File: config.mk
export PLATFORM = sky130hd
export DESIGN_NAME = dlsr_regs
export DESIGN_NICKNAME = d
export VERILOG_FILES = /design/src/logic/dlsr_pkg.sv /design/src/logic/dlsr_regs.sv
export SDC_FILE = /design/constraint.sdc
export NUM_CORES = 1
export LEC_CHECK = 0
export CORE_MARGIN = 10
export CORE_UTILIZATION = 50
export DETAILED_ROUTE_END_ITERATION = 12
export DONT_BUFFER_PORTS = 1
export PLACE_DENSITY = 0.68
export SKIP_CTS_REPAIR_TIMING = 1
export SLEW_MARGIN = 40
export SYNTH_ARGS = -nofsm -noshare
export SYNTH_HDL_FRONTEND = slang
export SYNTH_SLANG_ARGS = --single-unit
File: constraint.sdc
create_clock -name mclk_i -period 1.9 [get_ports mclk_i]
set_input_delay 0.38 -clock mclk_i [delete_from_list [all_inputs] [get_ports mclk_i]]
set_output_delay 0.38 -clock mclk_i [all_outputs]
set_load 0.02 [all_outputs]
File: src/logic/dlsr_pkg.sv
`default_nettype none
package dlsr_pkg;
    // Register offsets
    localparam logic [7:0] DLSR_OFS_HS_LATCHED  = 8'h3A;
    localparam logic [7:0] DLSR_OFS_THR_LATCHED = 8'h3B;
    localparam logic [7:0] DLSR_OFS_CH2_LIVE    = 8'h41;
    localparam logic [7:0] DLSR_OFS_HS_LIVE     = 8'h42;
    localparam logic [7:0] DLSR_OFS_THR_LIVE    = 8'h43;
    localparam logic [7:0] DLSR_OFS_HIGH_THR    = 8'h4E;
    localparam logic [7:0] DLSR_OFS_LOW_THR     = 8'h4F;
    localparam logic [7:0] DLSR_OFS_DIAG_EN     = 8'h53;
    localparam logic [7:0] DLSR_OFS_FILT_CFG    = 8'h54;

    // Reset values
    localparam logic [7:0] DLSR_RST_LIVE        = 8'h00;
    localparam logic [7:0] DLSR_RST_HIGH_THR    = 8'hBA;
    localparam logic [7:0] DLSR_RST_LOW_THR     = 8'h4B;
    localparam logic [7:0] DLSR_RST_DIAG_EN     = 8'h00;
    localparam logic [7:0] DLSR_RST_FILT_CFG    = 8'h48;
    localparam logic [1:0] DLSR_RST_FILT_SEL    = 2'h2;
    localparam logic [7:0] DLSR_FILT_CFG_FIXED  = 8'h08;
    localparam logic [7:0] DLSR_RD_UNMAPPED     = 8'h00;

    // Field positions
    localparam int DLSR_BIT_CH2_PLUS_SHORT  = 7;
    localparam int DLSR_BIT_CH2_MINUS_SHORT = 6;
    localparam int DLSR_BIT_PLUS_VGND       = 5;
    localparam int DLSR_BIT_MINUS_VGND      = 4;
    localparam int DLSR_BIT_REG_SHORT       = 0;
    localparam int DLSR_BIT_HS_INSERT       = 3;
    localparam int DLSR_BIT_HS_REMOVE       = 2;
    localparam int DLSR_BIT_HS_BUTTON       = 1;
    localparam int DLSR_BIT_AUX_HIGH        = 7;
    localparam int DLSR_BIT_AUX_LOW         = 6;
    localparam int DLSR_BIT_VAD_UP          = 5;
    localparam int DLSR_BIT_VAD_DOWN        = 4;
    localparam int DLSR_BIT_SUPPLY_EN       = 2;
    localparam int DLSR_BIT_AUX_EN          = 1;
    localparam int DLSR_BIT_FILT_LO         = 5;
    localparam int DLSR_BIT_FILT_HI         = 6;
    localparam int DLSR_THR_SHIFT           = 4;

    // Supply-monitor filter choices
    typedef enum logic [1:0] {
        DLSR_FILT_3M5  = 2'h0,
        DLSR_FILT_200K = 2'h1,
        DLSR_FILT_100K = 2'h2,
        DLSR_FILT_NONE = 2'h3
    } dlsr_filt_t;

    // Live conditions from the analog side
    typedef struct packed {
        logic ch2_plus_short;
        logic ch2_minus_short;
        logic plus_vgnd;
        logic minus_vgnd;
        logic reg_short;
        logic hs_insert;
        logic hs_remove;
        logic hs_button;
        logic vad_up;
        logic vad_down;
    } dlsr_live_t;

    // Control port request
    typedef struct packed {
        logic       wr;
        logic       rd;
        logic [7:0] addr;
        logic [7:0] wdata;
    } dlsr_req_t;
endpackage : dlsr_pkg
`default_nettype wire

File: src/logic/dlsr_regs.sv
// How it works
// RULE_01: Channel-2 live register bit 7 plus-output short, bit 6 minus-output short.
// RULE_02: Bit 5 plus-driver virtual-ground fault, bit 4 minus-driver virtual-ground fault.
// RULE_03: Bit 0 reads one while analog regulator short is present.
// RULE_04: Channel-2 register shows present state, read-only, resets to zero.
// RULE_05: Headset live register bit 3 insertion, bit 2 removal.
// RULE_06: Headset live register bit 1 reads one during hook or button press.
// RULE_07: Threshold live register bit 7 above high, bit 6 below low threshold.
// RULE_08: Bit 5 voice-activity power-up, bit 4 voice-activity power-down.
// RULE_09: Eight-bit read/write high threshold code, reset 0xBA.
// RULE_10: Eight-bit read/write low threshold code, reset 0x4B.
// RULE_11: Supply diagnostics run only while enable bit 2 is set.
// RULE_12: Aux input diagnostics run only while enable bit 1 is set.
// RULE_13: Filter select bits 6-5: 3.5MHz, 200kHz, 100kHz, none; resets to 2.
// RULE_14: Software writes reserved bits as zero.
// RULE_15: Each live interrupt also latches; latched bit clears once read. Here only headset and threshold bits latch; channel 2 has no latched copy.
// RULE_16: High flag while measurement exceeds high, low flag while below low.
// RULE_17: Writes to live registers ignored; reads return sampled conditions.
`timescale 1ns/1ps
`default_nettype none
module dlsr_regs #(
    parameter int MEAS_W = 12
) (
    // Clock and reset
    input  wire logic                 mclk_i,
    input  wire logic                 rst_b_i,
    // Control port
    input  wire dlsr_pkg::dlsr_req_t  req_i,
    output logic [7:0]                rdata_o,
    output logic                      rvalid_o,
    // Live conditions
    input  wire dlsr_pkg::dlsr_live_t live_i,
    input  wire logic [MEAS_W-1:0]    aux_meas_i,
    input  wire logic                 aux_meas_valid_i,
    // Diagnostics configuration
    output logic                      supply_diag_enable_o,
    output logic                      aux_input_diag_enable_o,
    output dlsr_pkg::dlsr_filt_t      supply_monitor_filter_select_o
);
    import dlsr_pkg::*;

    dlsr_live_t          live_ff;
    logic                aux_high_ff;
    logic                aux_low_ff;
    logic [7:0]          high_thr_ff;
    logic [7:0]          low_thr_ff;
    logic                supply_en_ff;
    logic                aux_en_ff;
    dlsr_filt_t          filt_ff;
    logic [7:0]          hs_ltch_ff;
    logic [7:0]          thr_ltch_ff;
    logic [7:0]          rdata_ff;
    logic                rvalid_ff;
    logic [7:0]          ch2_live;
    logic [7:0]          hs_live;
    logic [7:0]          thr_live;
    logic [7:0]          nxt_rdata;
    logic [MEAS_W-1:0]   high_lvl;
    logic [MEAS_W-1:0]   low_lvl;
    logic                wr_hit;
    logic                rd_hs_ltch;
    logic                rd_thr_ltch;

    assign wr_hit      = req_i.wr;
    assign rd_hs_ltch  = req_i.rd && (req_i.addr == DLSR_OFS_HS_LATCHED);
    assign rd_thr_ltch = req_i.rd && (req_i.addr == DLSR_OFS_THR_LATCHED);
    assign high_lvl    = MEAS_W'({high_thr_ff, 4'h0});
    assign low_lvl     = MEAS_W'({low_thr_ff, 4'h0});

    // Live register images
    always_comb begin
        ch2_live = DLSR_RST_LIVE;
        ch2_live[DLSR_BIT_CH2_PLUS_SHORT]  = live_ff.ch2_plus_short;   // [RULE_01]
        ch2_live[DLSR_BIT_CH2_MINUS_SHORT] = live_ff.ch2_minus_short;  // [RULE_01]
        ch2_live[DLSR_BIT_PLUS_VGND]       = live_ff.plus_vgnd;        // [RULE_02]
        ch2_live[DLSR_BIT_MINUS_VGND]      = live_ff.minus_vgnd;       // [RULE_02]
        ch2_live[DLSR_BIT_REG_SHORT]       = live_ff.reg_short;        // [RULE_03]
        hs_live = DLSR_RST_LIVE;
        hs_live[DLSR_BIT_HS_INSERT]        = live_ff.hs_insert;        // [RULE_05]
        hs_live[DLSR_BIT_HS_REMOVE]        = live_ff.hs_remove;        // [RULE_05]
        hs_live[DLSR_BIT_HS_BUTTON]        = live_ff.hs_button;        // [RULE_06]
        thr_live = DLSR_RST_LIVE;
        thr_live[DLSR_BIT_AUX_HIGH]        = aux_high_ff;              // [RULE_07]
        thr_live[DLSR_BIT_AUX_LOW]         = aux_low_ff;               // [RULE_07]
        thr_live[DLSR_BIT_VAD_UP]          = live_ff.vad_up;           // [RULE_08]
        thr_live[DLSR_BIT_VAD_DOWN]        = live_ff.vad_down;         // [RULE_08]
    end

    // Condition sampling
    always_ff @(posedge mclk_i) begin
        if (!rst_b_i) begin
            live_ff <= '0;                                             // [RULE_04]
        end else begin
            live_ff <= live_i;                                         // [RULE_04] [RULE_17]
        end
    end

    // Aux input threshold comparison
    always_ff @(posedge mclk_i) begin
        if (!rst_b_i) begin
            aux_high_ff <= 1'b0;
            aux_low_ff  <= 1'b0;
        end else if (!aux_en_ff) begin
            aux_high_ff <= 1'b0;                                       // [RULE_12]
            aux_low_ff  <= 1'b0;                                       // [RULE_12]
        end else if (aux_meas_valid_i) begin
            aux_high_ff <= aux_meas_i > high_lvl;                      // [RULE_16]
            aux_low_ff  <= aux_meas_i < low_lvl;                       // [RULE_16]
        end
    end

    // Threshold registers
    always_ff @(posedge mclk_i) begin
        if (!rst_b_i) begin
            high_thr_ff <= DLSR_RST_HIGH_THR;                          // [RULE_09]
            low_thr_ff  <= DLSR_RST_LOW_THR;                           // [RULE_10]
        end else if (wr_hit) begin
            if (req_i.addr == DLSR_OFS_HIGH_THR) begin
                high_thr_ff <= req_i.wdata;                            // [RULE_09]
            end
            if (req_i.addr == DLSR_OFS_LOW_THR) begin
                low_thr_ff <= req_i.wdata;                             // [RULE_10]
            end
        end
    end

    // Diagnostic enables and filter select
    always_ff @(posedge mclk_i) begin
        if (!rst_b_i) begin
            supply_en_ff <= DLSR_RST_DIAG_EN[DLSR_BIT_SUPPLY_EN];
            aux_en_ff    <= DLSR_RST_DIAG_EN[DLSR_BIT_AUX_EN];
            filt_ff      <= dlsr_filt_t'(DLSR_RST_FILT_SEL);           // [RULE_13]
        end else if (wr_hit) begin
            if (req_i.addr == DLSR_OFS_DIAG_EN) begin
                supply_en_ff <= req_i.wdata[DLSR_BIT_SUPPLY_EN];       // [RULE_11]
                aux_en_ff    <= req_i.wdata[DLSR_BIT_AUX_EN];          // [RULE_12]
            end
            if (req_i.addr == DLSR_OFS_FILT_CFG) begin
                filt_ff <= dlsr_filt_t'(req_i.wdata[DLSR_BIT_FILT_HI:DLSR_BIT_FILT_LO]); // [RULE_13]
            end
        end
    end

    // Latched copies, a new set wins over the read clear
    always_ff @(posedge mclk_i) begin
        if (!rst_b_i) begin
            hs_ltch_ff  <= DLSR_RST_LIVE;
            thr_ltch_ff <= DLSR_RST_LIVE;
        end else begin
            hs_ltch_ff  <= (rd_hs_ltch ? 8'h00 : hs_ltch_ff) | hs_live;    // [RULE_15]
            thr_ltch_ff <= (rd_thr_ltch ? 8'h00 : thr_ltch_ff) | thr_live; // [RULE_15]
        end
    end

    // Read mux
    always_comb begin
        case (req_i.addr)
            DLSR_OFS_HS_LATCHED:  nxt_rdata = hs_ltch_ff;              // [RULE_15]
            DLSR_OFS_THR_LATCHED: nxt_rdata = thr_ltch_ff;             // [RULE_15]
            DLSR_OFS_CH2_LIVE:    nxt_rdata = ch2_live;                // [RULE_17]
            DLSR_OFS_HS_LIVE:     nxt_rdata = hs_live;                 // [RULE_17]
            DLSR_OFS_THR_LIVE:    nxt_rdata = thr_live;                // [RULE_17]
            DLSR_OFS_HIGH_THR:    nxt_rdata = high_thr_ff;
            DLSR_OFS_LOW_THR:     nxt_rdata = low_thr_ff;
            DLSR_OFS_DIAG_EN: begin
                nxt_rdata = 8'h00;
                nxt_rdata[DLSR_BIT_SUPPLY_EN] = supply_en_ff;
                nxt_rdata[DLSR_BIT_AUX_EN]    = aux_en_ff;
            end
            DLSR_OFS_FILT_CFG: begin
                nxt_rdata = DLSR_FILT_CFG_FIXED;
                nxt_rdata[DLSR_BIT_FILT_HI:DLSR_BIT_FILT_LO] = filt_ff;
            end
            default:              nxt_rdata = DLSR_RD_UNMAPPED;
        endcase
    end

    // Read answer
    always_ff @(posedge mclk_i) begin
        if (!rst_b_i) begin
            rdata_ff  <= 8'h00;
            rvalid_ff <= 1'b0;
        end else begin
            rvalid_ff <= req_i.rd;
            if (req_i.rd) begin
                rdata_ff <= nxt_rdata;
            end
        end
    end

    assign rdata_o                        = rdata_ff;
    assign rvalid_o                       = rvalid_ff;
    assign supply_diag_enable_o           = supply_en_ff;              // [RULE_11]
    assign aux_input_diag_enable_o        = aux_en_ff;                 // [RULE_12]
    assign supply_monitor_filter_select_o = filt_ff;

endmodule : dlsr_regs
`default_nettype wire

### After elaboration in Yosys (flattened, before gate mapping)

Index checks and enable logic that the tools add are counted.

| storage, ports and cells | value |
|---|---|
| input port bits | 43 |
| memories | 0 |
| ROM bits | 0 |
| word-level logic and storage cells | 44 |
| bits in latches | 0 |
| output and inout bits | 13 |
| register bits after elaboration | 57 |
| RAM bits | 0 |

| cells by class | value |
|---|---|
| muxes and demuxes | 3 |
| div/mod/pow operators | 0 |
| magnitude comparators | 2 |
| reductions and logical operators | 7 |
| eq/ne operators | 9 |
| shift-type cells | 0 |
| $mul | 0 |
| add/subtract/negate cells | 0 |
| bitwise operators | 2 |

Operators with widths:

| kind | number |
|---|---|
| one-hot mux 8 bit (9 select lines) | 1 |
| == test 8 x 7 -> 1 bit, second input constant | 7 |
| == test 8 x 6 -> 1 bit, second input constant | 2 |
| two-way mux 8 bit | 2 |
| > comparator 12 bit | 1 |
| < comparator 12 bit | 1 |
| AND reduction 2 bit | 5 |
| bitwise OR 8 x 4 -> 8 bit | 1 |
| bitwise OR 8 bit | 1 |
| logical AND 1 bit | 2 |

### Longest topological paths before layout

Gate-level depths: netlist of the first run.

| depth | value |
|---|---|
| word-level depth | 4 |
| depth in mapped cells | 7 |
| gate-level depth less buffers | 7 |

### Least setup slack after synthesis of the first run

OpenSTA, ideal clock, no wires.

| timing | value |
|---|---|
| path type | input-to-reg |
| start point | input port req_i[13] (netlist name) |
| end point | register rdata_ff[7] (netlist: rdata_o[7]) |
| cell stages on the path | 4 |
| arrival time | 1.777 ns |
| path buffers | 0 |
| path slack | 0.064 ns |
| required time | 1.842 ns |
| library setup time | 0.058 ns |
| cell sequence | or4b_4 -> or4b_4 -> o211ai_1 -> o211a_1 |

| on the way | value |
|---|---|
| word-level cells in the longest chain between the ends | 2 |
| elaborated cells between the ends (all ways) | 10 |
| classes of those cells | 9 x eq/ne; 1 x mux |

Ends and longest elaborated chain:

| item | RTL line | RTL |
|---|---|---|
| from (decl) | dlsr_regs.sv:28 | `input wire dlsr_pkg::dlsr_req_t req_i,` |
| == test 8 x 7 -> 1 bit / == test 8 x 6 -> 1 bit (equally long branches) | dlsr_regs.sv:157 | `case (req_i.addr)` |
| one-hot mux 8 bit (9 select lines) * | dlsr_regs.sv:157 |  |
| to (signal assigned) | dlsr_regs.sv:186 | `rdata_ff <= nxt_rdata;` |
| to (decl) | dlsr_regs.sv:52 | `logic [7:0] rdata_ff;` |

Every way passes the cells marked *; elsewhere a longest branch is shown, timed or not.
A chain may end at the register's enable or synchronous reset.

### Worst setup path after layout of the first run

| timing | value |
|---|---|
| start point | register high_thr_ff[1] |
| end point | register aux_high_ff |

| on the way | value |
|---|---|
| word-level cells in the longest chain between the ends | 1 |

Ends and longest elaborated chain:

| item | RTL line | RTL |
|---|---|---|
| from (decl) | dlsr_regs.sv:45 | `logic [7:0] high_thr_ff;` |
| from (signal assigned) | dlsr_regs.sv:119 | `high_thr_ff <= req_i.wdata;` |
| > comparator 12 bit | dlsr_regs.sv:107 | `aux_high_ff <= aux_meas_i > high_lvl;` |
| to (signal assigned) | dlsr_regs.sv:107 |  |
| to (decl) | dlsr_regs.sv:43 | `logic aux_high_ff;` |

No other way between the ends.

==> flow_metrics.py, run 1 <==
metrics = {
    "synth": {
        "synthesis.nets": 327,
        "synth_area_mm2": 0.002436,
        "ys_async_sr_fraction_pct": 0,
        "post-synth-top-area-cell": "sky130_fd_sc_hd__dfxtp_1",
        "synth.ff_latch_count": 48,
        "synth_largest_type_area_fraction_pct": 39.45,
        "synthesis.yosys.warnings": 0,
        "post_synth_inst_count": 269,
        "synth_edf_count": 0,
        "syn-mean-instance-area_um2": 9.056,
        "synth_ff_type": "sky130_fd_sc_hd__dfxtp_1",
        "yosysUniqueCellTypes": 46,
        "post_synth_main_area_contributors": "sky130_fd_sc_hd__dfxtp_1 39%, sky130_fd_sc_hd__ha_1 7.7%, sky130_fd_sc_hd__mux2i_1 7.4%, sky130_fd_sc_hd__nand2_1 4.6%, sky130_fd_sc_hd__nor2b_1 4.1%",
        "synth_sequential_area_ratio_pct": 39.45,
    },
    "critical_path": {
        "critPathMostFrequentCell": "sky130_fd_sc_hd__a21oi_1",
        "critical_path.reg2reg.startpoint": "high_thr_ff[1]",
        "critical_path_type": "register to register",
        "critPathMaxFanout": 3,
        "crit_path_start": "high_thr_ff[1]",
        "r2r-end": "aux_high_ff",
        "r2r.worst_path.cells": 7,
        "cp_cell_sequence": "inv_1 -> ha_1 -> nor2b_1 -> o211ai_1 -> a21oi_1 -> o311ai_1 -> a21oi_1",
        "crit_path_start_kind": "register",
        "worst-r2r-setup-slack_ns": 0.20,
        "crit_required_ns": 2.08,
        "worst_setup_path_endpoint": "aux_high_ff",
        "worst-endpoint-arrival_ns": 1.88,
        "timing.critical_path.slowest_cell_delay_ns": 0.39,
        "crit_path_top_delay_cell": "sky130_fd_sc_hd__dfxtp_1",
        "worst_setup_path_end_kind": "register",
    },
    "final_layout": {
        "final_net_count": 331,
        "area_delta_synth_final_pct": 6.831,
        "final_layout_size_suffix_gt1_share_pct": 7.011,
        "num_antenna_cells": 0,
        "post_layout_nonfiller_instances": 338,
        "cell_area_after_layout_mm2": 0.002603,
    },
    "die": {
        "start_util_pct": 51.58,
        "io_pins": 56,
        "core.rowCount": 25,
        "floorplan.die.width_um": 89.80,
        "dieHeight_um": 89.80,
        "placeableCoreArea_mm2": 0.004723,
        "die_area_mm2": 0.008064,
    },
    "power": {
        "power_density_mw_per_mm2": 656.2,
        "switching_power_mw": 0.3765,
        "fin_total_pwr_mw": 1.708,
        "switching_share_pct": 22.05,
        "power_report.internal_total_mw": 1.331,
        "clock_power_share_pct": 31.6,
        "pwr-share-seq_pct": 61.8,
        "power.share.combinational_pct": 6.6,
        "max-vdd-ir-drop_uv": 439.7,
        "leakage_power_nw": 1.100,
    },
    "global_route": {
        "grt_start_max_net_pins": 47,
        "grt_overflow": 0,
        "vias_in_the_first_global_route": 1984,
        "first_pass_grt_wire_length_um": 9922,
        "antenna_found_initial": 0,
        "aggregate_global_route_resource_usage_pct": 14.58,
    },
    "routing": {
        "drt-met1-wl_um": 2474,
        "drt-vias-per-instance": 5.621,
        "route.vias.total": 1900,
        "route.detailed.drc": 0,
        "drt_pass1_iterations": 4,
        "drt-initial-drc-count": 109,
        "met2RoutedLength_um": 2779,
        "drtAntennaViolNets": 0,
        "wire_per_inst_um": 17.25,
        "topRoutingLayerUsed": "met4",
        "routed_wl_um": 5832,
        "routed-wl-met3_um": 545,
    },
    "clocking": {
        "cts.reportedPaths.clkPinSlew_ns": 0.08,
        "cts_inserted_buffers": 5,
        "cts.sinks": 48,
        "cts_tree": "done",
        "clk_latency_ns": 0.30,
        "library_cell_used_as_clock_root_buffer": "sky130_fd_sc_hd__clkbuf_8",
        "clock_tree.buffer_depth": 2,
        "htree_num_levels": 2,
    },
    "placed_design": {
        "post_dp_cell_area_mm2": 0.002534,
        "numPortBuffers": 0,
        "post-dp-hpwl_um": 4584,
        "pre_cts_ws_ns": 0.03499,
        "gp_congestion": 0.8771,
        "post-place-cells": 333,
    },
    "sta": {
        "period_minus_slack_ns": 1.699,
        "hold_viol": 0,
        "final-max-slew-violation-count": 0,
        "period_share_pct": 89.42,
        "final.setup_skew_ns": 0.006676,
        "slew_headroom_pct": 62.45,
        "fin_tns_setup_ns": 0,
        "worst-slew-pin-transition_ns": 0.5560,
        "layout_setup_ws_ns": 0.2011,
        "max_clock_freq_mhz": 588.6,
        "setup_viol_count_final": 0,
        "rsz0062_at_grt": "false",
    },
    "worst_hold_path": {
        "min-delay-path-class": "input port to register",
        "worstHoldStart": "rst_b_i",
    },
    "run_status": {
        "run_status": "completed",
    },
    "run": {
        "cap_violations": 0,
    },
}
## final cells by class
class	instances	area [um2]
clock buffer	5	68.82
multi-input combinational	192	1361
inverter	18	67.56
timing repair buffer	8	60.06
tap	67	83.83
sequential	48	960.9
fill	455	2121
## through the flow
step,hold slack [ns],util [%]
final,0.1409,55.10
after global placement,0.4442,53.64
after detailed placement,0.4494,53.64
after global routing,0.1385,55.10
after CTS,0.1425,55.10
after floorplan,0.4363,-
## worst min path at each step
stage,end,slack (ns),cells past startpoint
finish,high_thr_ff[5],0.14,1
floorplan,rdata_o[0],0.44,2
CTS,high_thr_ff[3],0.14,1
global placement,rdata_o[0],0.44,2
detailed placement,rdata_o[0],0.45,2
global route,high_thr_ff[5],0.14,1
## metal layers
layer  GRT usage [%]  vias to the layer above
met5               0                        -
met4           3.235                        0
met3           6.151                        6
met2           24.70                       48
met1           16.56                      879
li1                -                      967
## synth_stat cells (all sizes together), types with 3 or more instances
cell type,instances
dfxtp,48
nand2,30
inv,18
mux2i,18
a21oi,17
nor2b,16
ha,15
and2,12
nand3,9
clkbuf,7
nor2,7
nor3,6
a21boi,5
o211ai,5
a21o,4
a311oi,4
buf,4
nand2b,4
o21ai,4
a211oi,3
a31oi,3
or4b,3
## sequential cells by signal, indices dropped and copies added, names as in the netlist
register                        count
live_ff                             2
aux_input_diag_enable_o             1
hs_live                             3
low_thr_ff                          8
rvalid_o                            1
aux_high_ff                         1
ch2_live                            5
rdata_o                             8
thr_ltch_ff                         4
high_thr_ff                         8
hs_ltch_ff                          3
aux_low_ff                          1
supply_monitor_filter_select_o      2
supply_diag_enable_o                1
## worst max-delay path, delay by kind of cell (launching register included)
family	cells	cell delay [ns]
compound gates	4	0.72
simple gates	1	0.13
fa+ha+maj	1	0.28
buf+inv	1	0.06
flops	1	0.39
## cells in the final DEF (no fill, tap or decap), types with 5 or more instances in the layout
cell type                  count
sky130_fd_sc_hd__dfxtp_1      48
sky130_fd_sc_hd__nand2_1      30
sky130_fd_sc_hd__inv_1        18
sky130_fd_sc_hd__mux2i_1      18
sky130_fd_sc_hd__a21oi_1      17
sky130_fd_sc_hd__nor2b_1      16
sky130_fd_sc_hd__ha_1         15
sky130_fd_sc_hd__and2_1       12
sky130_fd_sc_hd__nand3_1       9
sky130_fd_sc_hd__buf_4         8
sky130_fd_sc_hd__nor2_1        6
sky130_fd_sc_hd__o211ai_1      5
sky130_fd_sc_hd__a21boi_1      5
sky130_fd_sc_hd__nor3_1        5
sky130_fd_sc_hd__clkbuf_8      5
## cell families after synthesis
group	synth area share, %
and+or+nand+nor	24.45
AOI/OAI and AO/OA	15.92
DFF	39.45
buffers and inverters	4.674
muxes	7.396
adders and majority gates	8.115
## power by group through the flow
stage | sequential (mW) | combinational, mW | clock [mW]
after floorplan | 1.07 | 0.110 | 0
after global placement | 1.08 | 0.109 | 0
after detailed placement | 1.08 | 0.111 | 0
after CTS | 1.06 | 0.112 | 0.555
after global routing | 1.06 | 0.128 | 0.587
final | 1.06 | 0.112 | 0.540
Power figures use the tool's default switching activity.
==> inputs of run 2 (changes only) <==
- CORE_UTILIZATION: 50 -> 49
- PLACE_DENSITY: 0.68 -> 0.66
==> flow_metrics.py, run 2 (same netlist as run 1, synthesis figures left out) <==
metrics = {
    "critical_path": {
        "worst-endpoint-arrival_ns": 1.87,
        "crit_path_start_kind": "register",
        "crit_path_top_delay_cell": "sky130_fd_sc_hd__or4b_1",
        "worst_setup_path_end_kind": "register",
        "critical_path_type": "register to register",
        "cp_cell_sequence": "ha_1 -> or4b_1 -> or3_1 -> o311ai_1 -> a21oi_1",
        "critPathMaxFanout": 3,
        "critical_path_buf_inv_count": 0,
        "cp_top_family": "simple AND/OR/NAND/NOR gates",
        "crit_required_ns": 2.09,
        "timing.critical_path.slowest_cell_delay_ns": 0.41,
    },
    "clocking": {
        "library_cell_used_as_clock_root_buffer": "sky130_fd_sc_hd__clkbuf_8",
        "cts_tree": "done",
        "cts_inserted_buffers": 5,
        "htree_num_levels": 2,
        "cts.sinks": 48,
        "cts.reportedPaths.clkPinSlew_ns": 0.09,
        "clk_latency_ns": 0.31,
        "clock_tree.buffer_depth": 2,
    },
    "die": {
        "core.rowCount": 25,
        "start_util_pct": 50.90,
        "floorplan.die.width_um": 90.51,
        "placeableCoreArea_mm2": 0.004786,
        "die_area_mm2": 0.008192,
        "io_pins": 56,
        "dieHeight_um": 90.51,
    },
    "sta": {
        "period_minus_slack_ns": 1.682,
        "period_share_pct": 88.51,
        "hold_viol": 0,
        "max_clock_freq_mhz": 594.6,
        "worst-slew-pin-transition_ns": 0.5323,
        "final-max-slew-violation-count": 0,
        "rsz0062_at_grt": "false",
        "final.setup_skew_ns": 0.006875,
        "setup_viol_count_final": 0,
        "fin_tns_setup_ns": 0,
        "slew_headroom_pct": 64.05,
    },
    "placed_design": {
        "gp_congestion": 0.8770,
        "numPortBuffers": 0,
        "post-dp-hpwl_um": 4690,
    },
    "routing": {
        "routed_wl_um": 5928,
        "met2RoutedLength_um": 2769,
        "routed-wl-met3_um": 572,
        "drt-initial-drc-count": 106,
        "drt-vias-per-instance": 5.632,
        "drt-met1-wl_um": 2506,
        "topRoutingLayerUsed": "met4",
        "route.vias.total": 1926,
        "route.detailed.drc": 0,
        "drt_pass1_iterations": 4,
        "wire_per_inst_um": 17.33,
        "drtAntennaViolNets": 0,
    },
    "final_layout": {
        "final_net_count": 332,
        "area_delta_synth_final_pct": 9.502,
        "num_antenna_cells": 0,
        "fill_cells": 465,
        "layout_common_cells": "48 x sky130_fd_sc_hd__dfxtp_1, 30 x sky130_fd_sc_hd__nand2_1, 18 x sky130_fd_sc_hd__inv_1, 18 x sky130_fd_sc_hd__mux2i_1, 17 x sky130_fd_sc_hd__a21oi_1",
        "utilization_pct": 55.74,
        "layout_commonest_cell": "sky130_fd_sc_hd__dfxtp_1",
        "final_layout_size_suffix_gt1_share_pct": 8.364,
    },
    "power": {
        "power_density_mw_per_mm2": 737.9,
        "max-vdd-ir-drop_uv": 410.3,
        "leakage_power_nw": 1.134,
    },
    "global_route": {
        "grt_start_max_net_pins": 47,
        "grt_overflow": 0,
        "first_pass_grt_wire_length_um": 9839,
        "vias_in_the_first_global_route": 1959,
        "aggregate_global_route_resource_usage_pct": 14.75,
        "antenna_found_initial": 0,
    },
    "run": {
        "cap_violations": 0,
    },
    "worst_hold_path": {
        "min-delay-path-class": "input port to register",
    },
    "run_status": {
        "run_status": "completed",
    },
}
-- run 2: cell count changes in the layout (fill, tap and decap cells not counted), sizes merged --
cell	change
buf	+1
clkbuf	+2
bufinv	+1
-- run 2: per-layer routing --
| metal | track usage [%] | vias to the layer above |
|---|---|---|
| met5 | 0 | - |
| met3 | 7.481 | 7 |
| met4 | 3.979 | 0 |
| met2 | 23.98 | 53 |
| met1 | 16.60 | 897 |
| li1 | - | 969 |
-- run 2: where the power goes --
part	switching, mW	internal, mW
Sequential	0.0239	1.03
Combinational	0.0507	0.0619
Clock	0.336	0.464
-- run 2: final cells by class --
type | instances | area [um2] | share of cell area (%)
repair buffers | 9 | 67.56 | 2.533
well taps | 67 | 83.83 | 3.143
clock buffers | 7 | 96.34 | 3.612
clock inverters | 1 | 30.03 | 1.126
inverters | 18 | 67.56 | 2.533
multi-input cells | 192 | 1361 | 51.03
flip-flops and latches | 48 | 960.9 | 36.02
-- run 2: metrics by stage --
stage	hold WS (ns)	setup slack, ns	instances	total power, mW	area [um2]
3_5_place_dp	0.4515	0.01921	334	1.193	2541
3_3_place_gp	0.4472	0.05473	334	1.190	2541
2_1_floorplan	0.4363	0.06415	269	1.184	2436
4_1_cts	0.1309	0.2027	342	1.988	2668
5_1_grt	0.1275	0.09180	342	2.051	2668
6_report	0.1440	0.2183	342	1.968	2668
-- run 2: final timing paths --
kind | start | to | slack, ns | cells past startpoint
max | high_thr_ff[0] | aux_high_ff | 0.22 | 5
min | rst_b_i | high_thr_ff[4] | 0.14 | 1
max reg2reg | high_thr_ff[0] | aux_high_ff | 0.22 | 5
min reg2reg | ch2_live[0] | rdata_o[0] | 0.46 | 2
